==> config.mk <==
export PLATFORM = sky130hd
export DESIGN_NAME = tocpa_top
export DESIGN_NICKNAME = d
export VERILOG_FILES = /design/src/rtl/tocpa_pkg.sv /design/src/rtl/tocpa_top.sv
export VERILOG_INCLUDE_DIRS = /design/src /design/src/rtl
export SDC_FILE = /design/constraint.sdc
export NUM_CORES = 1
export LEC_CHECK = 0
export ABC_AREA = 1
export ABC_CLOCK_PERIOD_IN_PS = 1700
export BUFFER_PORTS_ARGS = -buffer_cell sky130_fd_sc_hd__clkbuf_2
export CAP_MARGIN = 0
export CORE_ASPECT_RATIO = 1.2
export CORE_MARGIN = 2
export CORE_UTILIZATION = 54
export CTS_BUF_LIST = sky130_fd_sc_hd__clkbuf_8
export CTS_CLUSTER_SIZE = 30
export DETAILED_ROUTE_END_ITERATION = 12
export GPL_TIMING_DRIVEN = 0
export PLACE_DENSITY_LB_ADDON = 0.2
export SLEW_MARGIN = 20
export SYNTH_ARGS = -nofsm -noshare
export SYNTH_HDL_FRONTEND = slang
export SYNTH_SLANG_ARGS = --single-unit
export TNS_END_PERCENT = 100
==> constraint.sdc <==
create_clock -name hclk -period 1.7 [get_ports hclk]
set_clock_uncertainty 0.2 [all_clocks]
set_input_delay 0 -clock hclk [delete_from_list [all_inputs] [get_ports hclk]]
set_output_delay 0 -clock hclk [all_outputs]
set_load 0.01 [all_outputs]
==> src/rtl/tocpa_regs.svh <==
/*
 * Register indices, field positions, reset values and counts of the
 * output compare and pulse accumulator block.
 * Assumes a 32-bit bus with one word per register, byte address = index * 4.
 */
`ifndef TOCPA_REGS_SVH
`define TOCPA_REGS_SVH

// Register indices
`define TOCPA_IDX_PORT_DATA   6'h00
`define TOCPA_IDX_PORT_DIR    6'h01
`define TOCPA_IDX_FORCE       6'h0B
`define TOCPA_IDX_MP_MASK     6'h0C
`define TOCPA_IDX_MP_DATA     6'h0D
`define TOCPA_IDX_CMP1        6'h10
`define TOCPA_IDX_CMP2        6'h11
`define TOCPA_IDX_CMP3        6'h12
`define TOCPA_IDX_CMP4        6'h13
`define TOCPA_IDX_SHARED      6'h14
`define TOCPA_IDX_PIN_CTRL    6'h20
`define TOCPA_IDX_IEN_ONE     6'h22
`define TOCPA_IDX_FLAGS_ONE   6'h23
`define TOCPA_IDX_IEN_TWO     6'h24
`define TOCPA_IDX_FLAGS_TWO   6'h25
`define TOCPA_IDX_ACC_CTRL    6'h26
`define TOCPA_IDX_ACC_COUNT   6'h27

// Accumulator control fields
`define TOCPA_ACC_ON_BIT      6
`define TOCPA_ACC_MODE_BIT    5
`define TOCPA_ACC_EDGE_BIT    4
`define TOCPA_CAP_SEL_BIT     2
`define TOCPA_ACC_CTRL_WMASK  8'h77

// Second flag and enable register fields
`define TOCPA_OVF_BIT         5
`define TOCPA_EDGE_FLAG_BIT   4

// First flag register: channel five flag position
`define TOCPA_SHARED_BIT      3

// Reset values
`define TOCPA_CMP_RESET       16'hFFFF
`define TOCPA_BYTE_RESET      8'h00

// Gated accumulation divider
`define TOCPA_GATE_DIV        64
`define TOCPA_DIV_LAST        6'(`TOCPA_GATE_DIV - 1)

`endif

==> src/rtl/tocpa_pkg.sv <==
/*
 * Types of the output compare and pulse accumulator block.
 * Assumes tocpa_regs.svh for all numeric constants.
 */
package tocpa_pkg;

	typedef struct packed {
		logic        hsel;
		logic [1:0]  htrans;
		logic        hwrite;
		logic [2:0]  hsize;
		logic [31:0] haddr;
		logic [31:0] hwdata;
		logic        hready;
	} tocpa_ahb_req_t;

	typedef struct packed {
		logic        hreadyout;
		logic        hresp;
		logic [31:0] hrdata;
	} tocpa_ahb_rsp_t;

	typedef struct packed {
		logic [7:0] pa_out;
		logic [7:0] pa_oe;
	} tocpa_pins_t;

	typedef struct packed {
		logic            pend;
		logic            wr;
		logic            hi_zero;
		logic [5:0]      idx;
		tocpa_ahb_rsp_t  rsp;
		logic [4:0][15:0] cmp;
		logic [4:0]      mp_mask;
		logic [4:0]      mp_data;
		logic [7:0]      pin_ctrl;
		logic [7:0]      ien_one;
		logic [4:0]      flags_one;
		logic [1:0]      ien_two;
		logic [1:0]      flags_two;
		logic [7:0]      acc_ctrl;
		logic [7:0]      acc_count;
		logic [5:0]      div;
		logic            acc_in_prev;
		logic [4:0]      force_pend;
		tocpa_pins_t     pins;
		logic [7:0]      sync1;
		logic [7:0]      sync2;
		logic            irq;
	} tocpa_state_t;

endpackage

==> src/rtl/tocpa_top.sv <==
/*
 * Output compare channels one to five and the 8-bit pulse accumulator,
 * with port A drive and an AHB-Lite register slave.
 * Assumes the timer core supplies the free-running count and a one-cycle
 * pulse on each count transition, both on hclk; port A pins are asynchronous.
 */
`timescale 1ns/1ps
`include "tocpa_regs.svh"

module tocpa_top
	import tocpa_pkg::*;
(
	input  wire logic           hclk,
	input  wire logic           hresetn,
	input  wire logic           ce,
	input  wire tocpa_ahb_req_t ahb_req,
	output tocpa_ahb_rsp_t      ahb_rsp,
	input  wire logic [15:0]    timer_count,
	input  wire logic           timer_tick,
	input  wire logic [7:0]     pa_in,
	output tocpa_pins_t         pa_pins,
	output logic                irq
);

	tocpa_state_t state_reg;
	tocpa_state_t state_next;
	logic [4:0]   match;
	logic [4:0]   fire;
	logic         ch5_en;
	logic         acc_in;
	logic         sel_edge;
	logic         acc_inc;
	logic         wr_now;
	logic [31:0]  rdata;

	assign ahb_rsp = state_reg.rsp;
	assign pa_pins = state_reg.pins;
	assign irq     = state_reg.irq;

	assign ch5_en = ~state_reg.acc_ctrl[`TOCPA_CAP_SEL_BIT];
	assign wr_now = state_reg.pend & state_reg.wr & state_reg.hi_zero;

	// Per channel match against the supplied count
	genvar gi;
	generate
		for (gi = 0; gi < 5; gi++) begin : g_match
			if (gi == 4) begin : g_shared
				assign match[gi] = timer_tick & ch5_en & (timer_count == state_reg.cmp[gi]);
			end else begin : g_dedicated
				assign match[gi] = timer_tick & (timer_count == state_reg.cmp[gi]);
			end
			assign fire[gi] = match[gi] | (timer_tick & state_reg.force_pend[gi]);
		end
	endgenerate

	// Accumulator input follows the driven level when bit 7 is an output
	assign acc_in   = state_reg.pins.pa_oe[7] ? state_reg.pins.pa_out[7] :
		state_reg.sync2[7];
	assign sel_edge = state_reg.acc_ctrl[`TOCPA_ACC_EDGE_BIT] ?
		(acc_in & ~state_reg.acc_in_prev) : (~acc_in & state_reg.acc_in_prev);
	always_comb begin
		acc_inc = 1'b0;
		if (state_reg.acc_ctrl[`TOCPA_ACC_ON_BIT]) begin
			if (state_reg.acc_ctrl[`TOCPA_ACC_MODE_BIT]) begin
				acc_inc = (state_reg.div == `TOCPA_DIV_LAST) &
					(acc_in != state_reg.acc_ctrl[`TOCPA_ACC_EDGE_BIT]);
			end else begin
				acc_inc = sel_edge;
			end
		end
	end

	// Register read view
	always_comb begin
		rdata = 32'h0000_0000;
		unique case (state_reg.idx)
			`TOCPA_IDX_PORT_DATA: rdata[7:0] = state_reg.pins.pa_out;
			`TOCPA_IDX_PORT_DIR:  rdata[7:0] = state_reg.pins.pa_oe;
			`TOCPA_IDX_MP_MASK:   rdata[7:3] = state_reg.mp_mask;
			`TOCPA_IDX_MP_DATA:   rdata[7:3] = state_reg.mp_data;
			`TOCPA_IDX_CMP1:      rdata[15:0] = state_reg.cmp[0];
			`TOCPA_IDX_CMP2:      rdata[15:0] = state_reg.cmp[1];
			`TOCPA_IDX_CMP3:      rdata[15:0] = state_reg.cmp[2];
			`TOCPA_IDX_CMP4:      rdata[15:0] = state_reg.cmp[3];
			`TOCPA_IDX_SHARED:    rdata[15:0] = state_reg.cmp[4];
			`TOCPA_IDX_PIN_CTRL:  rdata[7:0] = state_reg.pin_ctrl;
			`TOCPA_IDX_IEN_ONE:   rdata[7:0] = state_reg.ien_one;
			`TOCPA_IDX_FLAGS_ONE: rdata[7:3] = state_reg.flags_one;
			`TOCPA_IDX_IEN_TWO:   rdata[5:4] = state_reg.ien_two;
			`TOCPA_IDX_FLAGS_TWO: rdata[5:4] = state_reg.flags_two;
			`TOCPA_IDX_ACC_CTRL:  rdata[7:0] = state_reg.acc_ctrl;
			`TOCPA_IDX_ACC_COUNT: rdata[7:0] = state_reg.acc_count;
			default:              rdata = 32'h0000_0000;
		endcase
		if (!state_reg.hi_zero) begin
			rdata = 32'h0000_0000;
		end
	end

	always_comb begin
		logic [7:0] wd;
		logic [4:0] clr_one;
		logic [1:0] clr_two;
		logic [4:0] set_one;
		logic [1:0] set_two;
		logic [7:0] port;
		wd         = ahb_req.hwdata[7:0];
		clr_one    = 5'h00;
		clr_two    = 2'h0;
		set_one    = 5'h00;
		set_two    = 2'h0;
		port       = state_reg.pins.pa_out;
		state_next = state_reg;
		state_next.rsp.hresp = 1'b0;
		state_next.sync1     = pa_in;
		state_next.sync2     = state_reg.sync1;
		state_next.acc_in_prev = acc_in;

		// Bus: address phase, then one wait cycle, then data phase end
		if (state_reg.pend) begin
			state_next.pend          = 1'b0;
			state_next.rsp.hreadyout = 1'b1;
			if (!state_reg.wr) begin
				state_next.rsp.hrdata = rdata;
			end
		end else if (ahb_req.hsel && ahb_req.htrans[1] && ahb_req.hready) begin
			state_next.pend          = 1'b1;
			state_next.wr            = ahb_req.hwrite;
			state_next.idx           = ahb_req.haddr[7:2];
			state_next.hi_zero       = (ahb_req.haddr[31:8] == 24'h00_0000);
			state_next.rsp.hreadyout = 1'b0;
		end

		// Force strobes wait for the next count transition
		if (timer_tick) begin
			state_next.force_pend = 5'h00;
		end

		// Register writes
		if (wr_now) begin
			unique case (state_reg.idx)
				`TOCPA_IDX_PORT_DATA: port = wd;
				`TOCPA_IDX_PORT_DIR:  state_next.pins.pa_oe = wd;
				`TOCPA_IDX_FORCE:     state_next.force_pend = state_next.force_pend | wd[7:3];
				`TOCPA_IDX_MP_MASK:   state_next.mp_mask = wd[7:3];
				`TOCPA_IDX_MP_DATA:   state_next.mp_data = wd[7:3];
				`TOCPA_IDX_CMP1:      state_next.cmp[0] = ahb_req.hwdata[15:0];
				`TOCPA_IDX_CMP2:      state_next.cmp[1] = ahb_req.hwdata[15:0];
				`TOCPA_IDX_CMP3:      state_next.cmp[2] = ahb_req.hwdata[15:0];
				`TOCPA_IDX_CMP4:      state_next.cmp[3] = ahb_req.hwdata[15:0];
				`TOCPA_IDX_SHARED:    state_next.cmp[4] = ahb_req.hwdata[15:0];
				`TOCPA_IDX_PIN_CTRL:  state_next.pin_ctrl = wd;
				`TOCPA_IDX_IEN_ONE:   state_next.ien_one = wd;
				`TOCPA_IDX_FLAGS_ONE: clr_one = wd[7:3];
				`TOCPA_IDX_IEN_TWO:   state_next.ien_two = wd[5:4];
				`TOCPA_IDX_FLAGS_TWO: clr_two = wd[5:4];
				`TOCPA_IDX_ACC_CTRL:  state_next.acc_ctrl = wd & `TOCPA_ACC_CTRL_WMASK;
				`TOCPA_IDX_ACC_COUNT: state_next.acc_count = wd;
				default:              state_next.acc_count = state_next.acc_count;
			endcase
		end

		// Pin actions of channels two to five, channel one applied last
		for (int k = 1; k < 5; k++) begin
			if (fire[k]) begin
				unique case (state_reg.pin_ctrl[8 - 2 * k +: 2])
					2'b01:   port[7 - k] = ~state_reg.pins.pa_out[7 - k];
					2'b10:   port[7 - k] = 1'b0;
					2'b11:   port[7 - k] = 1'b1;
					default: port[7 - k] = port[7 - k];
				endcase
			end
		end
		if (fire[0]) begin
			port[7:3] = (port[7:3] & ~state_reg.mp_mask) | (state_reg.mp_data & state_reg.mp_mask);
		end
		state_next.pins.pa_out = port;

		// Compare flags from real matches only
		for (int k = 0; k < 5; k++) begin
			set_one[4 - k] = match[k];
		end

		// Pulse accumulator
		if (state_reg.acc_ctrl[`TOCPA_ACC_ON_BIT] && state_reg.acc_ctrl[`TOCPA_ACC_MODE_BIT]) begin
			state_next.div = state_reg.div + 6'd1;
		end else begin
			state_next.div = 6'd0;
		end
		if (acc_inc && !(wr_now && state_reg.idx == `TOCPA_IDX_ACC_COUNT)) begin
			state_next.acc_count = state_reg.acc_count + 8'd1;
			set_two[1] = (state_reg.acc_count == 8'hFF);
		end
		set_two[0] = state_reg.acc_ctrl[`TOCPA_ACC_ON_BIT] & sel_edge;

		// Set wins over a simultaneous clear
		state_next.flags_one = (state_reg.flags_one & ~clr_one) | set_one;
		state_next.flags_two = (state_reg.flags_two & ~clr_two) | set_two;

		// Interrupt request
		state_next.irq = (|(state_reg.ien_one[7:4] & state_reg.flags_one[4:1])) |
			(state_reg.ien_one[3] & ch5_en & state_reg.flags_one[0]) |
			(|(state_reg.ien_two & state_reg.flags_two));
	end

	always_ff @(posedge hclk or negedge hresetn) begin
		if (!hresetn) begin
			state_reg               <= '0;
			state_reg.rsp.hreadyout <= 1'b1;
			state_reg.cmp           <= {5{`TOCPA_CMP_RESET}};
			state_reg.acc_ctrl      <= `TOCPA_BYTE_RESET;
		end else if (ce) begin
			state_reg <= state_next;
		end
	end

	// Checks
	chk_match_flag: assert property (@(posedge hclk) disable iff (!hresetn)
		ce && match[1] |=> state_reg.flags_one[3])
		else $error("match did not set its flag");

	chk_zero_keeps: assert property (@(posedge hclk) disable iff (!hresetn)
		ce && wr_now && state_reg.idx == `TOCPA_IDX_FLAGS_ONE && !ahb_req.hwdata[6]
		&& state_reg.flags_one[3] |=> state_reg.flags_one[3])
		else $error("zero write cleared a flag");

	chk_shared_gate: assert property (@(posedge hclk) disable iff (!hresetn)
		ce && !ch5_en && !state_reg.flags_one[0] |=> !state_reg.flags_one[0])
		else $error("shared flag set while capture selected");

	chk_irq_raise: assert property (@(posedge hclk) disable iff (!hresetn)
		ce && state_reg.ien_one[6] && state_reg.flags_one[3] |=> irq)
		else $error("enabled flag gave no interrupt");

	chk_irq_shared: assert property (@(posedge hclk) disable iff (!hresetn)
		ce && !ch5_en && state_reg.ien_one[7:4] == 4'h0 && state_reg.ien_two == 2'h0
		|=> !irq)
		else $error("shared interrupt while capture selected");

	chk_pin_high: assert property (@(posedge hclk) disable iff (!hresetn)
		ce && fire[1] && !fire[0] && state_reg.pin_ctrl[7:6] == 2'b11 |=> pa_pins.pa_out[6])
		else $error("set action did not drive high");

	chk_pin_toggle: assert property (@(posedge hclk) disable iff (!hresetn)
		ce && fire[2] && !fire[0] && state_reg.pin_ctrl[5:4] == 2'b01
		|=> pa_pins.pa_out[5] != $past(pa_pins.pa_out[5]))
		else $error("toggle action did not toggle");

	chk_force_quiet: assert property (@(posedge hclk) disable iff (!hresetn)
		ce && !match[2] && !state_reg.flags_one[2] |=> !state_reg.flags_one[2])
		else $error("flag set without a match");

	chk_force_delay: assert property (@(posedge hclk) disable iff (!hresetn)
		ce && !timer_tick && state_reg.force_pend[2] |=> state_reg.force_pend[2])
		else $error("force lost before count transition");

	chk_mask_copy: assert property (@(posedge hclk) disable iff (!hresetn)
		ce && fire[0] && state_reg.mp_mask[0] |=> pa_pins.pa_out[3] == $past(state_reg.mp_data[0]))
		else $error("channel one data not copied");

	chk_acc_off: assert property (@(posedge hclk) disable iff (!hresetn)
		ce && !state_reg.acc_ctrl[`TOCPA_ACC_ON_BIT] && !wr_now |=> $stable(state_reg.acc_count))
		else $error("accumulator counted while disabled");

	chk_acc_wrap: assert property (@(posedge hclk) disable iff (!hresetn)
		ce && acc_inc && !wr_now && state_reg.acc_count == 8'hFF
		|=> state_reg.acc_count == 8'h00 && state_reg.flags_two[1])
		else $error("rollover did not set overflow");

	chk_gate_rate: assert property (@(posedge hclk) disable iff (!hresetn)
		ce && state_reg.acc_ctrl[`TOCPA_ACC_MODE_BIT] && state_reg.div != `TOCPA_DIV_LAST
		&& !wr_now |=> $stable(state_reg.acc_count))
		else $error("gated count off the divider");

	chk_bus_wait: assert property (@(posedge hclk) disable iff (!hresetn)
		ce && !state_reg.pend && ahb_req.hsel && ahb_req.htrans[1] && ahb_req.hready
		|=> !ahb_rsp.hreadyout)
		else $error("bus took no wait state");

	chk_bus_done: assert property (@(posedge hclk) disable iff (!hresetn)
		ce && state_reg.pend |=> ahb_rsp.hreadyout)
		else $error("bus wait state too long");

	chk_resp_okay: assert property (@(posedge hclk) disable iff (!hresetn)
		ce |=> !ahb_rsp.hresp)
		else $error("bus response not okay");

	chk_cmp_hold: assert property (@(posedge hclk) disable iff (!hresetn)
		ce && !(wr_now && state_reg.idx == `TOCPA_IDX_CMP1) |=> $stable(state_reg.cmp[0]))
		else $error("compare value changed without a write");

	chk_shared_hold: assert property (@(posedge hclk) disable iff (!hresetn)
		ce && !(wr_now && state_reg.idx == `TOCPA_IDX_SHARED) |=> $stable(state_reg.cmp[4]))
		else $error("shared value changed without a write");

	chk_flag_clear: assert property (@(posedge hclk) disable iff (!hresetn)
		ce && wr_now && state_reg.idx == `TOCPA_IDX_FLAGS_ONE && ahb_req.hwdata[6]
		&& !match[1] |=> !state_reg.flags_one[3])
		else $error("written one did not clear flag");

	chk_shared_set: assert property (@(posedge hclk) disable iff (!hresetn)
		ce && match[4] |=> state_reg.flags_one[0])
		else $error("shared match did not set flag");

	chk_irq_quiet: assert property (@(posedge hclk) disable iff (!hresetn)
		ce && state_reg.ien_one == 8'h00 && state_reg.ien_two == 2'h0 |=> !irq)
		else $error("interrupt with all enables off");

	chk_pin_low: assert property (@(posedge hclk) disable iff (!hresetn)
		ce && fire[3] && !fire[0] && state_reg.pin_ctrl[3:2] == 2'b10 |=> !pa_pins.pa_out[4])
		else $error("clear action did not drive low");

	chk_pin_none: assert property (@(posedge hclk) disable iff (!hresetn)
		ce && fire[4] && !fire[0] && state_reg.pin_ctrl[1:0] == 2'b00 && !wr_now
		|=> $stable(pa_pins.pa_out[3]))
		else $error("disconnected channel moved its pin");

	chk_force_clear: assert property (@(posedge hclk) disable iff (!hresetn)
		ce && timer_tick && !wr_now |=> state_reg.force_pend == 5'h00)
		else $error("force outlived its count transition");

	chk_mask_read: assert property (@(posedge hclk) disable iff (!hresetn)
		ce && state_reg.pend && !state_reg.wr && state_reg.idx == `TOCPA_IDX_MP_MASK
		|=> ahb_rsp.hrdata[2:0] == 3'b000)
		else $error("mask low bits not zero");

	chk_edge_count: assert property (@(posedge hclk) disable iff (!hresetn)
		ce && state_reg.acc_ctrl[`TOCPA_ACC_ON_BIT] && !state_reg.acc_ctrl[`TOCPA_ACC_MODE_BIT]
		&& sel_edge && !wr_now |=> state_reg.acc_count == $past(state_reg.acc_count) + 8'd1)
		else $error("selected edge not counted");

	chk_event_idle: assert property (@(posedge hclk) disable iff (!hresetn)
		ce && state_reg.acc_ctrl[`TOCPA_ACC_ON_BIT] && !state_reg.acc_ctrl[`TOCPA_ACC_MODE_BIT]
		&& !sel_edge && !wr_now |=> $stable(state_reg.acc_count))
		else $error("event mode counted without an edge");

	chk_gate_hold: assert property (@(posedge hclk) disable iff (!hresetn)
		ce && state_reg.acc_ctrl[`TOCPA_ACC_MODE_BIT]
		&& acc_in == state_reg.acc_ctrl[`TOCPA_ACC_EDGE_BIT] && !wr_now
		|=> $stable(state_reg.acc_count))
		else $error("gated count at inhibiting level");

	chk_edge_flag: assert property (@(posedge hclk) disable iff (!hresetn)
		ce && state_reg.acc_ctrl[`TOCPA_ACC_ON_BIT] && sel_edge |=> state_reg.flags_two[0])
		else $error("selected edge did not set flag");

endmodule

After elaboration in Yosys (flattened, before gate mapping)
Index checks and enable logic that the tools add are counted.
W data, S select, Z words.
{ "word_totals": {"reg_bits": 216, "out_inout_bits": 51} }
{ "op_classes": {"n_addsub": 2, "eq_ne": 36, "muxes": 36, "bitwise": 48, "reduce_logical": 30} }
{ "ops": {"columns": ["cell", "n"], "rows": [
  ["$eq A16 B16 Y1", 5],
  ["$eq A6 B6 Y1 const B", 8],
  ["$reduce_and A3 Y1", 16],
  ["$mux W8", 5],
  ["$pmux W8 S5", 1],
  ["$pmux W3 S11", 1],
  ["$pmux W2 S16", 1],
  ["$eq A6 B5 Y1 const B", 5],
  ["$mux W5", 6],
  ["$pmux W2 S14", 1],
  ["$logic_not A24 Y1", 1],
  ["$and A1 B1 Y1", 19],
  ["$eq A6 B4 Y1 const B", 3],
  ["$eq A2 B2 Y1 const B", 8],
  ["$mux W16", 1],
  ["$and A5 B5 Y5", 3],
  ["$or A5 B5 Y5", 3],
  ["$pmux W1 S13", 1],
  ["$pmux W1 S3", 4],
  ["$mux W1", 11],
  ["$mux W10", 1],
  ["$not A5 Y5", 2],
  ["$not A1 Y1", 9],
  ["$add A8 B1 Y8 const B", 1],
  ["other kinds (19)", 36]
]} }

Depth between registers and ports, before layout
{ "depth": {"ltp_word": 9, "depth_mapped": 14, "depth_no_buf": 13} }

Least setup slack after synthesis
OpenSTA, ideal clock, no wires.
{ "synth_timing": {"path_type": "reg2reg", "from": "register state_reg[39] in the netlist's numbering", "to": "register state_reg[50] in the netlist's numbering", "t_arrival_ns": 1.419, "path_slack_ns": 0.016, "stages_incl_launch_ff": 12, "n_path_buf": 0, "period_less_slack_ns": 1.684, "path_cell_list": "dfrtp_1 > ha_1 > nand2_1 > nor3_2 > nand2_1 > o21ai_4 > nand2_2 > nand2_2 > nand2_4 > inv_4 > nand2_1 > nand2_1"} }
{ "synth_between": {"elab_chain_cells": 7} }
{ "synth_lines": {"columns": ["item", "line_no", "rtl"], "rows": [
  ["start, declared", "tocpa_top.sv:25", "tocpa_state_t state_reg;"],
  ["start signal, assigned", "tocpa_top.sv:213", "state_reg <= state_next;"],
  ["$eq A6 B6 Y1 (no line) (*)", null, null],
  ["$and A1 B1 Y1 (*)", "tocpa_top.sv:65", "acc_inc = (state_reg.div == `TOCPA_DIV_LAST) &"],
  ["$mux W1 (*)", "tocpa_top.sv:64", "if (state_reg.acc_ctrl[`TOCPA_ACC_MODE_BIT]) begin"],
  ["$mux W1 (*)", "tocpa_top.sv:63", "if (state_reg.acc_ctrl[`TOCPA_ACC_ON_BIT]) begin"],
  ["$logic_and A1 B1 Y1 (*)", "tocpa_top.sv:190", "if (acc_inc && !(wr_now && state_reg.idx == `TOCPA_IDX_ACC_COUNT)) begin"],
  ["$reduce_bool A2 Y1 (no line)", null, null],
  ["$reduce_and A3 Y1 (no line)", null, null]
]} }
Every way passes the cells marked *; elsewhere a longest branch is shown, timed or not.
A chain may end at the register's enable or synchronous reset.

Worst setup path after layout
{ "layout_timing": {"from": "register state_reg[215] in the netlist's numbering", "to": "register state_reg (netlist bit ahb_rsp[4])"} }
{ "layout_between": {"elab_chain_cells": 3} }
{ "layout_lines": {"columns": ["item", "line_no", "rtl"], "rows": [
  ["$eq A6 B6 Y1 (tied with other cells)", "tocpa_top.sv:76", "unique case (state_reg.idx)"],
  ["$pmux W2 S16 (*)", "tocpa_top.sv:76", null],
  ["$mux W16 (*)", "tocpa_top.sv:95", "if (!state_reg.hi_zero) begin"]
]} }
Marked as above.

==> run summary <==
### Global routing
* 62500 um — wire length of the first global-routing pass
* 0 — total grt overflow
* 11300 — via count of the first global-routing pass
* 0 — antenna violations before repair
* 39.8% — total global-route track usage
* 88 — maximum number of pins on one net before global-route repair

### Timing
* 0.714 ns — transition time at the pin with the least slew margin
* 2.24 ns — minimum clock period after layout
* 0 — Slew Viols, Final
* 132% — Final Cycle Share
* 52.4% — max-slew headroom at the worst pin
* 447 MHz — maximum clock frequency
* -0.235 ns — post-route worst hold slack
* -45.46 ns — sum of negative setup slack
* 29 — number of failing hold endpoints at the final stage
* true — RSZ-0062 raised after global routing
* -0.539 ns — final critical-path setup slack
* 168 — count of final setup violators

### Setup path
* sky130_fd_sc_hd__nand2_1 — CP most frequent cell
* 0.45 ns — delay of the slowest critical-path stage
* flop — Startpoint Class
* 1.94 ns — WP data required
* 2.48 ns — data arrival time at the worst-slack endpoint
* 10 — Critical Path Stages
* 1 — crit path buf inv count
* sky130_fd_sc_hd__dfrtp_2 — Slowest cell on crit path
* buf_6 -> nor2_4 -> nand2_2 -> nor2_4 -> nand2_1 -> o2111ai_1 -> nor2_1 -> nand2_1 -> nand2_1 -> nand2_1 — ordered list of cells on the worst path
* flop — nature of the critical path endpoint
* 10 — worst reg-to-reg path cell count
* 6 — Critical Path Fanout Max
* simple AND/OR/NAND/NOR gates — CP top delay family
* reg -> reg — type of the setup path with the least slack

### Finish
* 77.9% — final core utilization
* 1818 — number of nets in the final layout
* 151 — max reg flops
* 1277 — layout filler cell count
* 37.2% — share of post-route cells with drive strength above 1
* 1990 — final standard cell count with taps included and fillers excluded
* 42.8% — area delta synth->final
* 0 — # diodes

### Yosys
* sky130_fd_sc_hd__nand2_1 — dominant cell by count in the synthesized netlist
* 1421 — Mapped Cells
* 0.0106 sq mm — Syn Std Cell Area
* 0 — Yosys warning total
* 44.9% — part of the Yosys area used for sequential elements
* sky130_fd_sc_hd__dfrtp_1 — prevailing post-synth register cell
* 24.8% — share of the synthesized area in the top cell type
* 7.45 sq um — mean instance size in the synthesized netlist
* 100% — asr flop ratio synth
* 500 x sky130_fd_sc_hd__nand2_1, 152 x sky130_fd_sc_hd__o21ai_0, 139 x sky130_fd_sc_hd__inv_1 — top post-synthesis cells by count
* sky130_fd_sc_hd__dfrtp_1 25%, sky130_fd_sc_hd__dfstp_2 20%, sky130_fd_sc_hd__nand2_1 18% — most area-consuming cells after synthesis
* sky130_fd_sc_hd__dfrtp_1 — cell type contributing the most total cell area after synthesis
* 46 — distinct cell type count after synthesis
* 186 — FF+latch count, synth
* 0 — number of enable-type register cells in the synthesized netlist

### Placed design
* 97 — Port Buffers
* 1797 — placed insts
* 24800 um — HPWL after detailed placement
* 0.941 — Final GP Congestion
* -0.648 ns — placement-stage worst setup slack

### Floorplanning
* 54.6% — starting density of the core
* 151 — number of top-level pins
* 0.0194 sq mm — placeable core region
* 0.0208 sq mm — area of the die
* 132 um — Chip Width
* 56 — FP Rows
* 157 um — overall die height

### Status
* hold timing, setup timing — failing checks
* finished with violations — result of the run

### Drt
* 0 — remaining antenna violation count
* 6.09 — Vias per Instance
* 14400 um — sum of routed wire segments on met1
* 22.4 um — routed wirelength normalized by instance count
* 44500 um — final WL
* 1671 — Iteration-0 DRC Markers
* 0 — drc violations
* 12100 — count of vias placed by the detailed router
* met4 — Top Layer Used
* 4510 um — routed length on met3
* 20600 um — detailed-routed wire length on met2
* 8 — DRT Pass-1 Iters

### Clock tree
* 4 — CTS H-tree lvls
* 60 — # hold bufs at CTS
* 0.11 ns — clock slew seen by the registers of the worst setup and hold paths
* sky130_fd_sc_hd__clkbuf_8 — root buf cell
* 186 — CTS Sinks
* 17 — Num CTS Buffers
* done — clock tree from TritonCTS
* 2 — worst-case clock buffer depth
* 0.52 ns — Clock Latency Late Sink

### Power
* 660 mW/mm^2 — areal power density over the cells
* 0.602 mV — VDD IR-drop max
* 6.88 nW — reported leakage power

### Worst hold path
* in -> async — path category of the worst min-delay check

### Flow run
* 0 — number of max-cap violations

-- cell usage in the layout, fill, tap and decap left out, drive strengths merged, types with 2 or more instances in the layout --
cell,Yosys,layout
a211oi,8,8
a21oi,16,16
a221oi,3,3
a22oi,3,3
buf,77,177
bufinv,0,4
clkbuf,16,132
clkinv,0,6
conb,1,17
dfrtp,105,105
dfstp,81,81
dlygate4sd3,0,60
ha,2,2
inv,151,154
nand2,516,517
nand3,48,49
nand4,24,24
nor2,83,83
nor3,12,12
nor4,6,6
o2111ai,7,7
o211ai,3,3
o21ai,210,210
o221ai,3,3
o22ai,16,16
xnor2,12,12
xor2,12,12
-- power by group --
| part | total, mW | internal [mW] | leakage [nW] | switching [mW] |
|---|---|---|---|---|
| clock | 3.41 | 1.65 | 0.224 | 1.77 |
| combinational | 1.97 | 0.767 | 4.39 | 1.20 |
| sequential | 4.60 | 4.51 | 2.27 | 0.0914 |
-- worst reg2reg max path: stages, from the launching register on --
cell and delay [ns]:
sky130_fd_sc_hd__dfrtp_2 0.45, sky130_fd_sc_hd__buf_6 0.14, sky130_fd_sc_hd__nor2_4 0.18, sky130_fd_sc_hd__nand2_2 0.16, sky130_fd_sc_hd__nor2_4 0.31, sky130_fd_sc_hd__nand2_1 0.09, sky130_fd_sc_hd__o2111ai_1 0.14, sky130_fd_sc_hd__nor2_1 0.09
sky130_fd_sc_hd__nand2_1 0.24, sky130_fd_sc_hd__nand2_1 0.09, sky130_fd_sc_hd__nand2_1 0.08
-- through the flow --
| stage | area (sq um) | power, mW |
|---|---|---|
| after floorplan | 10700 | 5.29 |
| after global placement | 11500 | 5.71 |
| after detailed placement | 11500 | 5.74 |
| after CTS | 14400 | 9.56 |
| after global routing | 15100 | 10.2 |
| final | 15100 | 9.98 |
-- final cells by class --
cell class,count,area (sq um),share of cell area (%)
timing repair buffer,258,2280,15.1
sequential,186,4770,31.5
clock inverter,14,189,1.25
inverter,151,629,4.16
tap,261,327,2.16
clock buffer,18,248,1.64
multi-input combinational,1009,5790,38.3
buffer,93,896,5.92
-- logic make-up (layout without fill, tap and decap cells) --
logic type,count (synthesis),after routing,synth area share (%)
AO/OA/AOI/OAI,273,273,14.4
XOR/XNOR,24,24,1.98
adder cells (fa/ha/maj),2,2,0.236
buffers and inverters,244,534,11.0
flip-flops,186,186,44.9
other,1,17,0.0354
AND/OR/NAND/NOR,691,693,27.5
-- final timing paths --
kind | slack, ns | from | to
worst max-delay path | -0.54 | state_reg[215] | ahb_rsp[4]
worst max register to register | -0.54 | state_reg[215] | ahb_rsp[4]
min in group hclk | 0.02 | timer_count[5] | state_reg[68]
max in group asynchronous | 0.36 | hresetn | state_reg[98]
worst min-delay path | -0.23 | hresetn | state_reg[216]
worst min register to register | 0.28 | state_reg[128] | state_reg[128]
-- repair_timing --
action	in CTS	in global routing
gates cloned	14	4
endpoints found under the hold margin	232	29
setup endpoints to repair	168	175
gates resized for setup	315	165
pin swaps	59	55
setup buffers	54	30
-- per-layer routing --
layer | vias up | global-route usage (%)
met5 | - | 0
met4 | 0 | 32.3
met3 | 382 | 7.92
met2 | 1020 | 67.0
met1 | 5578 | 44.2
li1 | 5136 | -
(Power assumes the default switching activity.)
